==> config.mk <==
export PLATFORM = sky130hd
export DESIGN_NAME = bur_shift_reg4
export DESIGN_NICKNAME = d
export VERILOG_FILES = /design/src/bur_pkg.sv /design/src/bur_fifo.sv /design/src/bur_shift_reg4.sv
export VERILOG_INCLUDE_DIRS = /design/src
export SDC_FILE = /design/constraint.sdc
export NUM_CORES = 1
export LEC_CHECK = 0
export BUFFER_PORTS_ARGS = -buffer_cell sky130_fd_sc_hd__buf_2
export CAP_MARGIN = 20
export CORE_MARGIN = 5
export CORE_UTILIZATION = 53
export CTS_CLUSTER_SIZE = 14
export DETAILED_ROUTE_END_ITERATION = 16
export GPL_ROUTABILITY_DRIVEN = 0
export PLACE_DENSITY = 0.69
export SLEW_MARGIN = 20
export SYNTH_ARGS = -nofsm -noshare
export SYNTH_HDL_FRONTEND = slang
export SYNTH_SLANG_ARGS = --single-unit
==> constraint.sdc <==
create_clock -name clk -period 2.9 [get_ports clk]
set_input_delay 0.145 -clock clk [delete_from_list [all_inputs] [get_ports clk]]
set_output_delay 0.145 -clock clk [all_outputs]
set_load 0.005 [all_outputs]
==> src/bur_defs.svh <==
// constants of the four stage bidirectional universal shift register
`ifndef BUR_DEFS_SVH
`define BUR_DEFS_SVH

// ****************************************************************
// widths and depths
// ****************************************************************
`define BUR_STAGES        4
`define BUR_FIFO_DEPTH    32

// ****************************************************************
// mode select codes, {mode_select_high, mode_select_low}
// ****************************************************************
`define BUR_MODE_HOLD     2'h0
`define BUR_MODE_RIGHT    2'h1
`define BUR_MODE_LEFT     2'h2
`define BUR_MODE_LOAD     2'h3

// ****************************************************************
// reset values
// ****************************************************************
`define BUR_STAGE_RST     4'h0
`define BUR_FLAG_RST      1'h0

`endif

==> src/bur_pkg.sv <==
// types shared by the shift register files
package bur_pkg;
    typedef enum logic [1:0] {
        BUR_OP_HOLD,
        BUR_OP_RIGHT,
        BUR_OP_LEFT,
        BUR_OP_LOAD
    } bur_op_type;
endpackage

==> src/bur_fifo.sv <==
// snapshot fifo with a registered output word
`timescale 1ns/1ps
`default_nettype none
`include "bur_defs.svh"

module bur_fifo
    import bur_pkg::*;
#(
    parameter int WIDTH = `BUR_STAGES,
    parameter int DEPTH = `BUR_FIFO_DEPTH
) (
    input  wire logic             clk,
    input  wire logic             srst,
    input  wire logic             in_valid,
    output logic                  in_ready,
    input  wire logic [WIDTH-1:0] in_data,
    output logic                  out_valid,
    input  wire logic             out_ready,
    output logic      [WIDTH-1:0] out_data
);
    localparam int AW = $clog2(DEPTH);

    // ****************************************************************
    // parameter check
    // ****************************************************************
    // pointers wrap by overflow, so only powers of two are served
    generate
        if (DEPTH < 2 || (1 << AW) != DEPTH || WIDTH < 1) begin : g_bad
            $error("bur_fifo: DEPTH must be a power of two and WIDTH positive");
        end
    endgenerate

    // ****************************************************************
    // storage and pointers
    // ****************************************************************
    logic [WIDTH-1:0] mem_r [DEPTH];
    logic [AW-1:0]    wr_ptr_r;
    logic [AW-1:0]    wr_ptr_nxt;
    logic [AW-1:0]    rd_ptr_r;
    logic [AW-1:0]    rd_ptr_nxt;
    logic [AW:0]      count_r;
    logic [AW:0]      count_nxt;
    logic             dv_r;
    logic             dv_nxt;
    logic [WIDTH-1:0] dout_r;
    logic [WIDTH-1:0] dout_nxt;
    logic             push;
    logic             load;

    assign in_ready  = (count_r != (AW+1)'(DEPTH));
    assign out_valid = dv_r;
    assign out_data  = dout_r;

    always_comb begin
        push       = in_valid && in_ready;
        // refill the output word when it is empty or leaving this cycle
        load       = (count_r != '0) && (!dv_r || out_ready);
        wr_ptr_nxt = push ? wr_ptr_r + AW'(1) : wr_ptr_r;
        rd_ptr_nxt = load ? rd_ptr_r + AW'(1) : rd_ptr_r;
        count_nxt  = count_r + (AW+1)'(push) - (AW+1)'(load);
        dv_nxt     = dv_r;
        dout_nxt   = dout_r;
        if (load) begin
            dv_nxt   = 1'b1;
            dout_nxt = mem_r[rd_ptr_r];
        end else if (out_ready) begin
            dv_nxt   = 1'b0;
        end
    end

    always_ff @(posedge clk) begin
        if (push) begin
            mem_r[wr_ptr_r] <= in_data;
        end
    end

    always_ff @(posedge clk) begin
        if (srst) begin
            wr_ptr_r <= '0;
            rd_ptr_r <= '0;
            count_r  <= '0;
            dv_r     <= `BUR_FLAG_RST;
            dout_r   <= '0;
        end else begin
            wr_ptr_r <= wr_ptr_nxt;
            rd_ptr_r <= rd_ptr_nxt;
            count_r  <= count_nxt;
            dv_r     <= dv_nxt;
            dout_r   <= dout_nxt;
        end
    end
endmodule
`default_nettype wire

==> src/bur_shift_reg4.sv <==
// four stage bidirectional universal shift register with snapshot stream
// How it works
// [RQ1] four flip-flops hold the state; shifts and loads act on the rising clock edge; here a full snapshot fifo holds them off
// [RQ2] both mode selects low keeps all four stages unchanged
// [RQ3] both mode selects high copies the parallel inputs into the stages on the edge
// [RQ4] high select only: stages move toward the first, left serial enters last
// [RQ5] low select only: stages move toward the last, right serial enters first
// [RQ6] clear_n low forces all stage outputs low at once, overriding everything
// [RQ7] without a clock edge and with clear inactive, stages keep their levels
// [RQ8] the driver keeps inputs stable around edges and releases clear synchronously
`timescale 1ns/1ps
`default_nettype none
`include "bur_defs.svh"

module bur_shift_reg4
    import bur_pkg::*;
#(
    parameter int STAGES     = `BUR_STAGES,
    parameter int FIFO_DEPTH = `BUR_FIFO_DEPTH
) (
    input  wire logic              clk,
    input  wire logic              srst,
    input  wire logic              clear_n,
    input  wire logic              mode_select_low,
    input  wire logic              mode_select_high,
    input  wire logic              serial_left_in,
    input  wire logic              serial_right_in,
    input  wire logic [STAGES-1:0] parallel_in,
    output logic      [STAGES-1:0] stage_outputs,
    output logic                   first_stage_out,
    output logic                   last_stage_out,
    output logic                   op_ready,
    output logic                   snap_valid,
    input  wire logic              snap_ready,
    output logic      [STAGES-1:0] snap_data
);

    // ****************************************************************
    // parameter check
    // ****************************************************************
    generate
        if (STAGES < 2) begin : g_bad
            $error("bur_shift_reg4: STAGES must be at least two");
        end
    endgenerate

    // ****************************************************************
    // mode decode
    // ****************************************************************
    bur_op_type        op;
    logic              fifo_in_ready;
    logic              stall;
    logic              upd;
    logic [STAGES-1:0] op_val;
    logic [STAGES-1:0] stage_r;
    logic [STAGES-1:0] stage_nxt;

    always_comb begin
        unique case ({mode_select_high, mode_select_low})
            `BUR_MODE_HOLD:  op = BUR_OP_HOLD;
            `BUR_MODE_RIGHT: op = BUR_OP_RIGHT;
            `BUR_MODE_LEFT:  op = BUR_OP_LEFT;
            `BUR_MODE_LOAD:  op = BUR_OP_LOAD;
        endcase
    end

    // ****************************************************************
    // stage register
    // ****************************************************************
    // a full snapshot fifo stalls shifts and loads; clear is never stalled
    assign stall = (op != BUR_OP_HOLD) && !fifo_in_ready;
    assign upd   = !clear_n || ((op != BUR_OP_HOLD) && fifo_in_ready);

    always_comb begin
        unique case (op)
            BUR_OP_HOLD:  op_val = stage_r;                                   // [RQ2]
            BUR_OP_RIGHT: op_val = {stage_r[STAGES-2:0], serial_right_in};    // [RQ5]
            BUR_OP_LEFT:  op_val = {serial_left_in, stage_r[STAGES-1:1]};     // [RQ4]
            BUR_OP_LOAD:  op_val = parallel_in;                               // [RQ3]
        endcase
        if (!clear_n) begin
            stage_nxt = '0;                                                   // [RQ6]
        end else if (stall) begin
            stage_nxt = stage_r;                                              // [RQ7]
        end else begin
            stage_nxt = op_val;                                               // [RQ1]
        end
    end

    always_ff @(posedge clk) begin
        if (srst) begin
            stage_r <= '0;
        end else begin
            stage_r <= stage_nxt;                                             // [RQ1]
        end
    end

    // clear acts on the outputs without waiting for an edge
    assign stage_outputs   = clear_n ? stage_r : '0;                          // [RQ6]
    assign first_stage_out = stage_outputs[0];
    assign last_stage_out  = stage_outputs[STAGES-1];
    assign op_ready        = fifo_in_ready;

    // ****************************************************************
    // snapshot stream
    // ****************************************************************
    // every shift or load offers its new state; holds and clears do not
    bur_fifo #(
        .WIDTH (STAGES),
        .DEPTH (FIFO_DEPTH)
    ) u_fifo (
        .clk       (clk),
        .srst      (srst),
        .in_valid  (clear_n && (op != BUR_OP_HOLD)),
        .in_ready  (fifo_in_ready),
        .in_data   (op_val),
        .out_valid (snap_valid),
        .out_ready (snap_ready),
        .out_data  (snap_data)
    );

    // ****************************************************************
    // checks
    // ****************************************************************
    logic [STAGES-1:0] prev_stage_r;
    logic              prev_ok_r;

    always_ff @(posedge clk) begin
        if (srst) begin
            prev_stage_r <= '0;
            prev_ok_r    <= 1'b0;
        end else begin
            prev_stage_r <= stage_r;
            prev_ok_r    <= clear_n && fifo_in_ready;
        end
    end
endmodule
`default_nettype wire

Word level (Yosys, flattened, before mapping):

Memory sizes are Yosys's and may differ from the RTL's. A register that Yosys moved wholly into a read port is not among the register bits.
Index checks and enable logic that the tools add are counted.

* input bits: 12
* flip-flop bits (word level): 21
* word-level logic and storage cells: 38
* memories: 1
* RAM bits: 128

* eq/ne operators: 7
* muxes and demuxes: 7
* bitwise gates (word level): 1
* reductions and logical operators: 13
* $add $sub $neg: 4

Memory list
* u_fifo.mem_r: words 32, bits a word 4, rd ports 1, clocked after Yosys merged registers in 1, write ports 1, RTL line bur_fifo.sv:36 `logic [WIDTH-1:0] mem_r [DEPTH];`

Operators with widths (number)
* 4-bit one-hot mux with 4 select lines: 1
* 5-bit by 1-bit adder with 5-bit output (second input constant): 2
* 2-bit == test (second input constant): 4
* 2-bit one-hot mux with 4 select lines: 1
* 6-bit by 1-bit adder with 6-bit output: 1
* 6-bit inequality test (second input constant): 1
* 6-bit nonzero test: 1
* 6-bit by 1-bit subtractor with 6-bit output: 1
* 2-bit by 1-bit == test with 1-bit output (second input constant): 2
* 1-bit logical AND: 4
* 2-bit logical NOT: 2
* 1-bit two-way mux: 4
* 4-bit two-way mux: 1
* 2-bit nonzero test: 2
* 1-bit logical NOT: 2
* 2-bit OR reduction: 1
* 1-bit logical OR: 1
* 1-bit NOT: 1

Depth between registers and ports, before layout:

Gate-level depths: netlist of the first run.

* word-level depth: 7
* gate-level depth with buffers: 14
* mapped depth without buffers: 13

Modules after synthesis:

From an unflattened synthesis of the first run, not the netlist that was laid out.

* cell total of the unflattened synthesis: 427
* area total of the unflattened synthesis: 6555.0 sq um

Modules (own cells, without submodules)
* bur_fifo: area each 6256.0 sq um, cells each 403, seq. area each 4264.1 sq um, times used 1
* bur_shift_reg4: area each 299.0 sq um, cells each 24, seq. area each 80.1 sq um, times used 1

Worst setup path before layout of the first run:

Ideal clock, no wire load.

* path kind: register to register
* start: reg u_fifo.count_r[2]
* end: reg u_fifo.count_r[4]
* slack: 0.458 ns
* library setup time: 0.131 ns
* stages on the path, launching flop included: 15
* period minus slack after synthesis: 2.442 ns
* arrival: 2.311 ns
* cells stage by stage: dfxtp_1 > inv_1 > ha_1 > nand4bb_1 > and2_1 > clkbuf_1 > ha_1 > inv_1 > ha_1 > inv_1 > fa_1 > nor2b_1 > o21a_1 > o21a_1 > nor3_1

* word-level cells in the longest chain between the ends: 4
* elaborated cells on any way between the ends: 6

RTL lines
* start, declared: RTL line bur_fifo.sv:41 `logic [AW:0] count_r;`
* start signal, assigned: RTL line bur_fifo.sv:87 `count_r <= count_nxt;`
* 6-bit inequality test: RTL line bur_fifo.sv:50 `assign in_ready = (count_r != (AW+1)'(DEPTH));`
* 1-bit logical AND: RTL line bur_fifo.sv:55 `push = in_valid && in_ready;`
* 6-bit by 1-bit adder with 6-bit output: RTL line bur_fifo.sv:60 `count_nxt = count_r + (AW+1)'(push) - (AW+1)'(load);`
* 6-bit by 1-bit subtractor with 6-bit output (*): RTL line bur_fifo.sv:60

Every way passes the cells marked *; elsewhere a longest branch is shown, timed or not.
A chain may end at the register's enable or synchronous reset.

Final worst setup path of the first run:

Same ends and word-level chain as after synthesis.

==> results of run 1 <==
[state kept, by name (all words and copies together) (netlist names)]
name and flops:
u_fifo.out_valid 1, u_fifo.out_data 4, u_fifo.mem_r 128, stage_r 4, u_fifo.rd_ptr_r 5, u_fifo.count_r 6
u_fifo.wr_ptr_r 5
[per-stage QoR]
| step | hold WS [ps] | setup WS (ps) | util (%) |
|---|---|---|---|
| after floorplan | 333 | 458 | - |
| after detailed placement | 464 | 301 | 55.9 |
| after global placement | 467 | 388 | 55.9 |
| final | 94.8 | 298 | 60.1 |
| after global routing | 106 | 103 | 60.1 |
| after CTS | 82.7 | 268 | 60.1 |
[per-layer routing]
| metal | vias to the layer above | global-route usage [%] | wire (microns) |
|---|---|---|---|
| met2 | 101 | 29.8 | 6090 |
| li1 | 1639 | - | - |
| met4 | 0 | 6.16 | 150 |
| met1 | 1770 | 24.4 | 5430 |
| met3 | 16 | 5.33 | 803 |
| met5 | - | 0 | 0 |
[synthesized netlist by cell type, types with 2 or more instances]
cell type    n
nor2_1      54
xor2_1       5
nand2_1     10
and3_1       2
buf_6        2
mux4_2      21
and2_1       7
nand3b_1     3
nand2b_1     2
a32o_1       4
nor2b_1      5
o21a_1       4
nand3_1      6
o2111ai_1    4
buf_4        3
o21ai_0      2
a22o_1       3
and3b_1      2
mux2i_1     16
clkbuf_1     7
xnor2_1      4
nor3_1       4
buf_1        3
a21oi_1      6
ha_1        14
o221ai_1     3
edfxtp_1   128
a21o_1       2
a211o_1      4
dfxtp_1     25
mux4_1       3
nand4_1      2
a22oi_1      9
mux2_2      13
or3_1        2
inv_1       15
buf_2        5
[power by group through the flow]
stage | logic (mW) | registers, mW | clock network (mW)
2_1_floorplan | 1.11 | 2.60 | 0
3_3_place_gp | 1.36 | 2.66 | 0
3_5_place_dp | 1.39 | 2.66 | 0
4_1_cts | 1.40 | 2.62 | 1.94
5_1_grt | 1.53 | 2.63 | 2.04
6_report | 1.39 | 2.62 | 1.91
[cells by family (layout without fill, tap and decap cells)]
logic type,Yosys count,after routing,share of synthesized area [%]
adder cells (fa/ha/maj),15,15,3.01
XOR/XNOR,9,9,1.22
AND/OR/NAND/NOR,104,104,7.74
buffers and inverters,35,74,2.53
flip-flops,153,153,67.0
AO/OA/AOI/OAI,44,44,5.23
multiplexers,53,53,13.2
[worst min path at each step]
stage                                     from                              end  slack [ps]  depth (start not counted)
4_1_cts                                clear_n          stage_r[2]$_SDFFE_PP0N_          80                          3
3_5_place_dp   u_fifo.out_data[3]$_SDFFE_PP0P_  u_fifo.out_data[3]$_SDFFE_PP0P_         460                          1
5_1_grt                                   srst     u_fifo.count_r[1]$_SDFF_PP0_         110                          2
2_1_floorplan                          clear_n          stage_r[0]$_SDFFE_PP0N_         330                          2
6_report                               clear_n          stage_r[2]$_SDFFE_PP0N_          90                          3
3_3_place_gp   u_fifo.out_data[1]$_SDFFE_PP0P_  u_fifo.out_data[1]$_SDFFE_PP0P_         470                          1
[worst reg2reg max path: cells and delay by family, from the launching register on]
family,cells,cell delay [ps]
simple gates,4,710
buf+inv,3,180
compound gates,2,260
flops,1,310
fa+ha+maj,4,1010
[layout make-up]
| cell class | instances | area [sq um] | area share, % |
|---|---|---|---|
| timing repair buffer | 28 | 153 | 2.11 |
| multi-input combinational | 225 | 1970 | 27.3 |
| clock inverter | 13 | 82.6 | 1.14 |
| clock buffer | 18 | 429 | 5.94 |
| sequential | 153 | 4350 | 60.2 |
| inverter | 15 | 56.3 | 0.779 |
| tap | 147 | 184 | 2.55 |
==> metrics.cfg, run 1 <==
[status]
outcome = finished, final reports clean

[global_route]
grt_pass1_vias = 3613
grt_use_total_pct = 18.5
grt_pass1_wl_mm = 19.9
gr-total-overflow = 0
antenna_found_initial = 0
grt_start_max_net_pins = 34

[power]
peakVddDrop_v = 0.000391
power.share.sequential_pct = 44.3
p_sw_mw = 1.66
switching_share_pct = 28.1
pwr-share-comb_pct = 23.5
clkPwrFrac_pct = 32.3
p_leak_nw = 2.45
powerDensity_mw_per_mm2 = 818
power.total_mw = 5.91
p_int_mw = 4.25

[timing]
fin_crit_sh_pct = 89.7
hold_viol_final = 0
relSlewSlack_pct = 54.1
setup_viol = 0
min_period_ps = 2600
maxSlewViolCount = 0
fmax_ghz = 0.384
rsz0062_at_grt = false
finClkSkew_ps = 9.04
worst_slew_pin_slew_ps = 688
setup_tns_ps = 0

[cells_and_area]
drive_gt1_share_pct = 20.4
diodes = 0
mostFrequentLayoutCell = edfxtp_1
design_area_sq_mm = 0.00722
fill_cells = 934
stdcell_count = 599
nNetsFinal = 467
final_cell_mix = 128 x edfxtp_1, 54 x nor2_1, 24 x dfxtp_1, 23 x buf_2, 21 x mux4_2
synthToLayoutAreaGrowth_pct = 11.4

[synthesis]
synthTopCellsByArea = edfxtp_1 59%, dfxtp_1 7.7%, mux4_2 7.3%, nor2_1 3.1%, ha_1 2.7%
synth_flop_cell = edfxtp_1
synth_area_sq_mm = 0.00648
ys_types = 46
seq_area_frac_synth_pct = 67.0
ys_async_sr_fraction_pct = 0
synth_top_area_share_pct = 59.3
syn_avg_cell_area_sq_um = 15.7
synth.largest_area_cell = edfxtp_1
synth-edff-count = 128
synth-seq-cells = 153
syn-num-nets = 440
yosys_warnings = 0
synthCells = 413

[setup_path]
endpoint = u_fifo.count_r[4]$_SDFF_PP0_
path_class = flop to flop
cpLargestDelayFamily = adder cells
cp.depth = 13
crit_chain = inv_1 > ha_1 > nand4bb_1 > and2_1 > ha_1 > inv_1 > ha_1 > inv_1 > fa_1 > nor2b_1 > o21a_1 > o21a_1 > nor3_1
r2r-start = u_fifo.count_r[2]$_SDFF_PP0_
path_max_fanout = 6
worstPathRequired_ps = 3190
startpoint = u_fifo.count_r[2]$_SDFF_PP0_
startpoint_type = flop
r2r_end = u_fifo.count_r[4]$_SDFF_PP0_
r2r_slack_ps = 300
end_kind = flop
arrival_ps = 2890
slowest_delay_ps = 370
path_buf_inv = 3
reg2reg_depth = 13
cp_slowest_cell = fa_1

[clocking]
tritoncts = yes
clkLatencyLatePin_ps = 420
cts_repair_resize_count = 0
postCtsHoldBufs = 0
postCtsSetupBuffers = 0
numCtsBuffers = 17
cts_max_level = 4
cts_num_sinks = 153
root_buffer = clkbuf_16
clk_pin_slew_ps = 60
ctsLongestPathBuffers = 2

[drt]
num_vias = 3526
dr.pass1.iters = 5
wl_per_cell_microns = 20.8
wl_mm = 12.5
drc = 0
drtIter0Drc = 204
drtAntennaViolNets = 0
via_per_inst = 5.89

[die]
rows = 40
ios = 24
start_util_pct = 54.0
die_width_microns = 121
dieArea_sq_mm = 0.0145
fp.dieH_microns = 121
fp.coreArea_sq_mm = 0.0120

[worst_hold_path]
holdCritPathClass = input port to flop

[place]
io_buffers = 23
placed_cell_area_sq_mm = 0.00671
placedCellCount = 568
post-dp-hpwl_mm = 8.22

[flow_run]
max_cap_violations = 0

Power figures use the tool's default switching activity.
==> inputs of run 2 (changes only) <==
--- a/config.mk
+++ b/config.mk
@@ -13,6 +13,7 @@
 export CTS_CLUSTER_SIZE = 14
 export DETAILED_ROUTE_END_ITERATION = 16
 export GPL_ROUTABILITY_DRIVEN = 0
+export MAX_ROUTING_LAYER = met4
 export PLACE_DENSITY = 0.69
 export SLEW_MARGIN = 20
 export SYNTH_ARGS = -nofsm -noshare
==> metrics.cfg, run 2 (same netlist as run 1, synthesis figures left out) <==
[clocking]
root_buffer = clkbuf_16
ctsLongestPathBuffers = 2  ; unchanged
cts_max_level = 4  ; unchanged
postCtsHoldBufs = 0  ; unchanged
cts_num_sinks = 153  ; unchanged
clkLatencyLatePin_ps = 420  ; about the same
numCtsBuffers = 17  ; unchanged
tritoncts = yes
postCtsSetupBuffers = 0  ; unchanged
cts_repair_resize_count = 0  ; unchanged
clk_pin_slew_ps = 60  ; about the same

[setup_path]
path_class = flop to flop
arrival_ps = 2910  ; +20 ps
path_max_fanout = 6  ; unchanged
crit_chain = inv_1 > ha_1 > nand4bb_1 > and2_1 > ha_1 > inv_1 > ha_1 > inv_1 > fa_1 > nor2b_1 > o21a_1 > o21a_1 > nor3_1
worstPathRequired_ps = 3190  ; about the same
cp_slowest_cell = fa_1
startpoint_type = flop
end_kind = flop
path_buf_inv = 3  ; unchanged
slowest_delay_ps = 370  ; about the same
cpLargestDelayFamily = adder cells

[place]
io_buffers = 23  ; unchanged
post-place-ws_ps = 301  ; unchanged
placed_cell_area_sq_mm = 0.00671  ; unchanged
post-dp-hpwl_mm = 8.22  ; unchanged

[cells_and_area]
design_area_sq_mm = 0.00722  ; unchanged
fill_cells = 934  ; unchanged
top_regs = u_fifo.mem_r (128), u_fifo.count_r (6)
drive_gt1_share_pct = 20.4  ; unchanged
top_register = u_fifo.mem_r
diodes = 0  ; unchanged
largest_reg_flops = 128  ; unchanged
synthToLayoutAreaGrowth_pct = 11.4  ; unchanged
nNetsFinal = 467  ; unchanged
final_cell_mix = 128 x edfxtp_1, 54 x nor2_1, 24 x dfxtp_1, 23 x buf_2, 21 x mux4_2
mostFrequentLayoutCell = edfxtp_1

[die]
die_width_microns = 121  ; unchanged
start_util_pct = 54.0  ; unchanged
dieArea_sq_mm = 0.0145  ; unchanged
fp.dieH_microns = 121  ; unchanged
rows = 40  ; unchanged
ios = 24  ; unchanged
fp.coreArea_sq_mm = 0.0120  ; unchanged

[global_route]
grt_start_max_net_pins = 34  ; unchanged
grt_pass1_wl_mm = 19.8  ; about the same
gr-total-overflow = 0  ; unchanged
grt_pass1_vias = 3599  ; -0.39%
antenna_found_initial = 0  ; unchanged
grt_use_total_pct = 19.0  ; +0.49 points

[timing]
fin_crit_sh_pct = 90.4  ; +0.63 points
fmax_ghz = 0.382  ; -0.69%
hold_viol_final = 0  ; unchanged
maxSlewViolCount = 0  ; unchanged
finClkSkew_ps = 10.7  ; +1.68 ps
setup_viol = 0  ; unchanged
rsz0062_at_grt = false
relSlewSlack_pct = 53.4  ; -0.62 points
min_period_ps = 2620  ; +18.1 ps
setup_tns_ps = 0  ; unchanged
worst_slew_pin_slew_ps = 697  ; +9.33 ps
fin_ws_ps = 280  ; -18.1 ps

[power]
powerDensity_mw_per_mm2 = 819  ; about the same
p_leak_nw = 2.45  ; unchanged
peakVddDrop_v = 0.000391  ; about the same

[drt]
num_vias = 3524  ; -0.057%
wl_per_cell_microns = 20.8  ; -0.11%
drc = 0  ; unchanged
dr.pass1.iters = 4  ; -1
drtAntennaViolNets = 0  ; unchanged
drtIter0Drc = 247  ; +21%
wl_mm = 12.5  ; -0.11%
via_per_inst = 5.88  ; about the same

[worst_hold_path]
holdCritPathClass = input port to flop

[flow_run]
max_cap_violations = 0  ; unchanged

[status]
outcome = finished, final reports clean

[run 2: cell counts in the layout (fill, tap and decap cells not counted)]
Identical to the previous run, type by type.
[run 2: stage by stage]
stage | std cells | utilization [%] | hold slack (ps) | total power [mW]
6_report | 599 | 60.1 | 94.3 | 5.91
3_3_place_gp | 568 | 55.9 | 467 | 4.02
2_1_floorplan | 413 | - | 333 | 3.71
3_5_place_dp | 568 | 55.9 | 464 | 4.05
5_1_grt | 599 | 60.1 | 108 | 6.20
4_1_cts | 599 | 60.1 | 82.7 | 5.96
[run 2: per-layer routing]
metal	share of wire, %	vias to the layer above	track usage [%]
met5	0	-	-
met4	1.5	0	6.59
met3	4.8	19	4.72
met2	49	97	29.7
met1	45	1766	24.6
li1	-	1642	-
[run 2: final timing paths]
check                                        from                         endpoint  slack [ps]  cells after the start
setup / recovery     u_fifo.count_r[2]$_SDFF_PP0_     u_fifo.count_r[4]$_SDFF_PP0_         280                     13
hold reg to reg   u_fifo.out_data[3]$_SDFFE_PP0P_  u_fifo.out_data[3]$_SDFFE_PP0P_         480                      1
hold / removal                            clear_n          stage_r[2]$_SDFFE_PP0N_          90                      3
setup reg to reg     u_fifo.count_r[2]$_SDFF_PP0_     u_fifo.count_r[4]$_SDFF_PP0_         280                     13
[run 2: worst min-delay path, stage by stage]
cell and delay, ps:
buf_2 130, nand2_1 130, nor2_1 60
[run 2: cell type report]
cell class	instances	area [sq um]	area share, %
clock buffer	18	429	5.94
clock inverter	13	82.6	1.14
inverter	15	56.3	0.779
multi-input combinational	225	1970	27.3
sequential	153	4350	60.2
tap	147	184	2.55
timing repair buffer	28	153	2.11
[run 2: where the power goes]
part           switching [mW]  internal [mW]
combinational           0.724          0.664
clock                   0.833           1.08
sequential              0.111           2.51
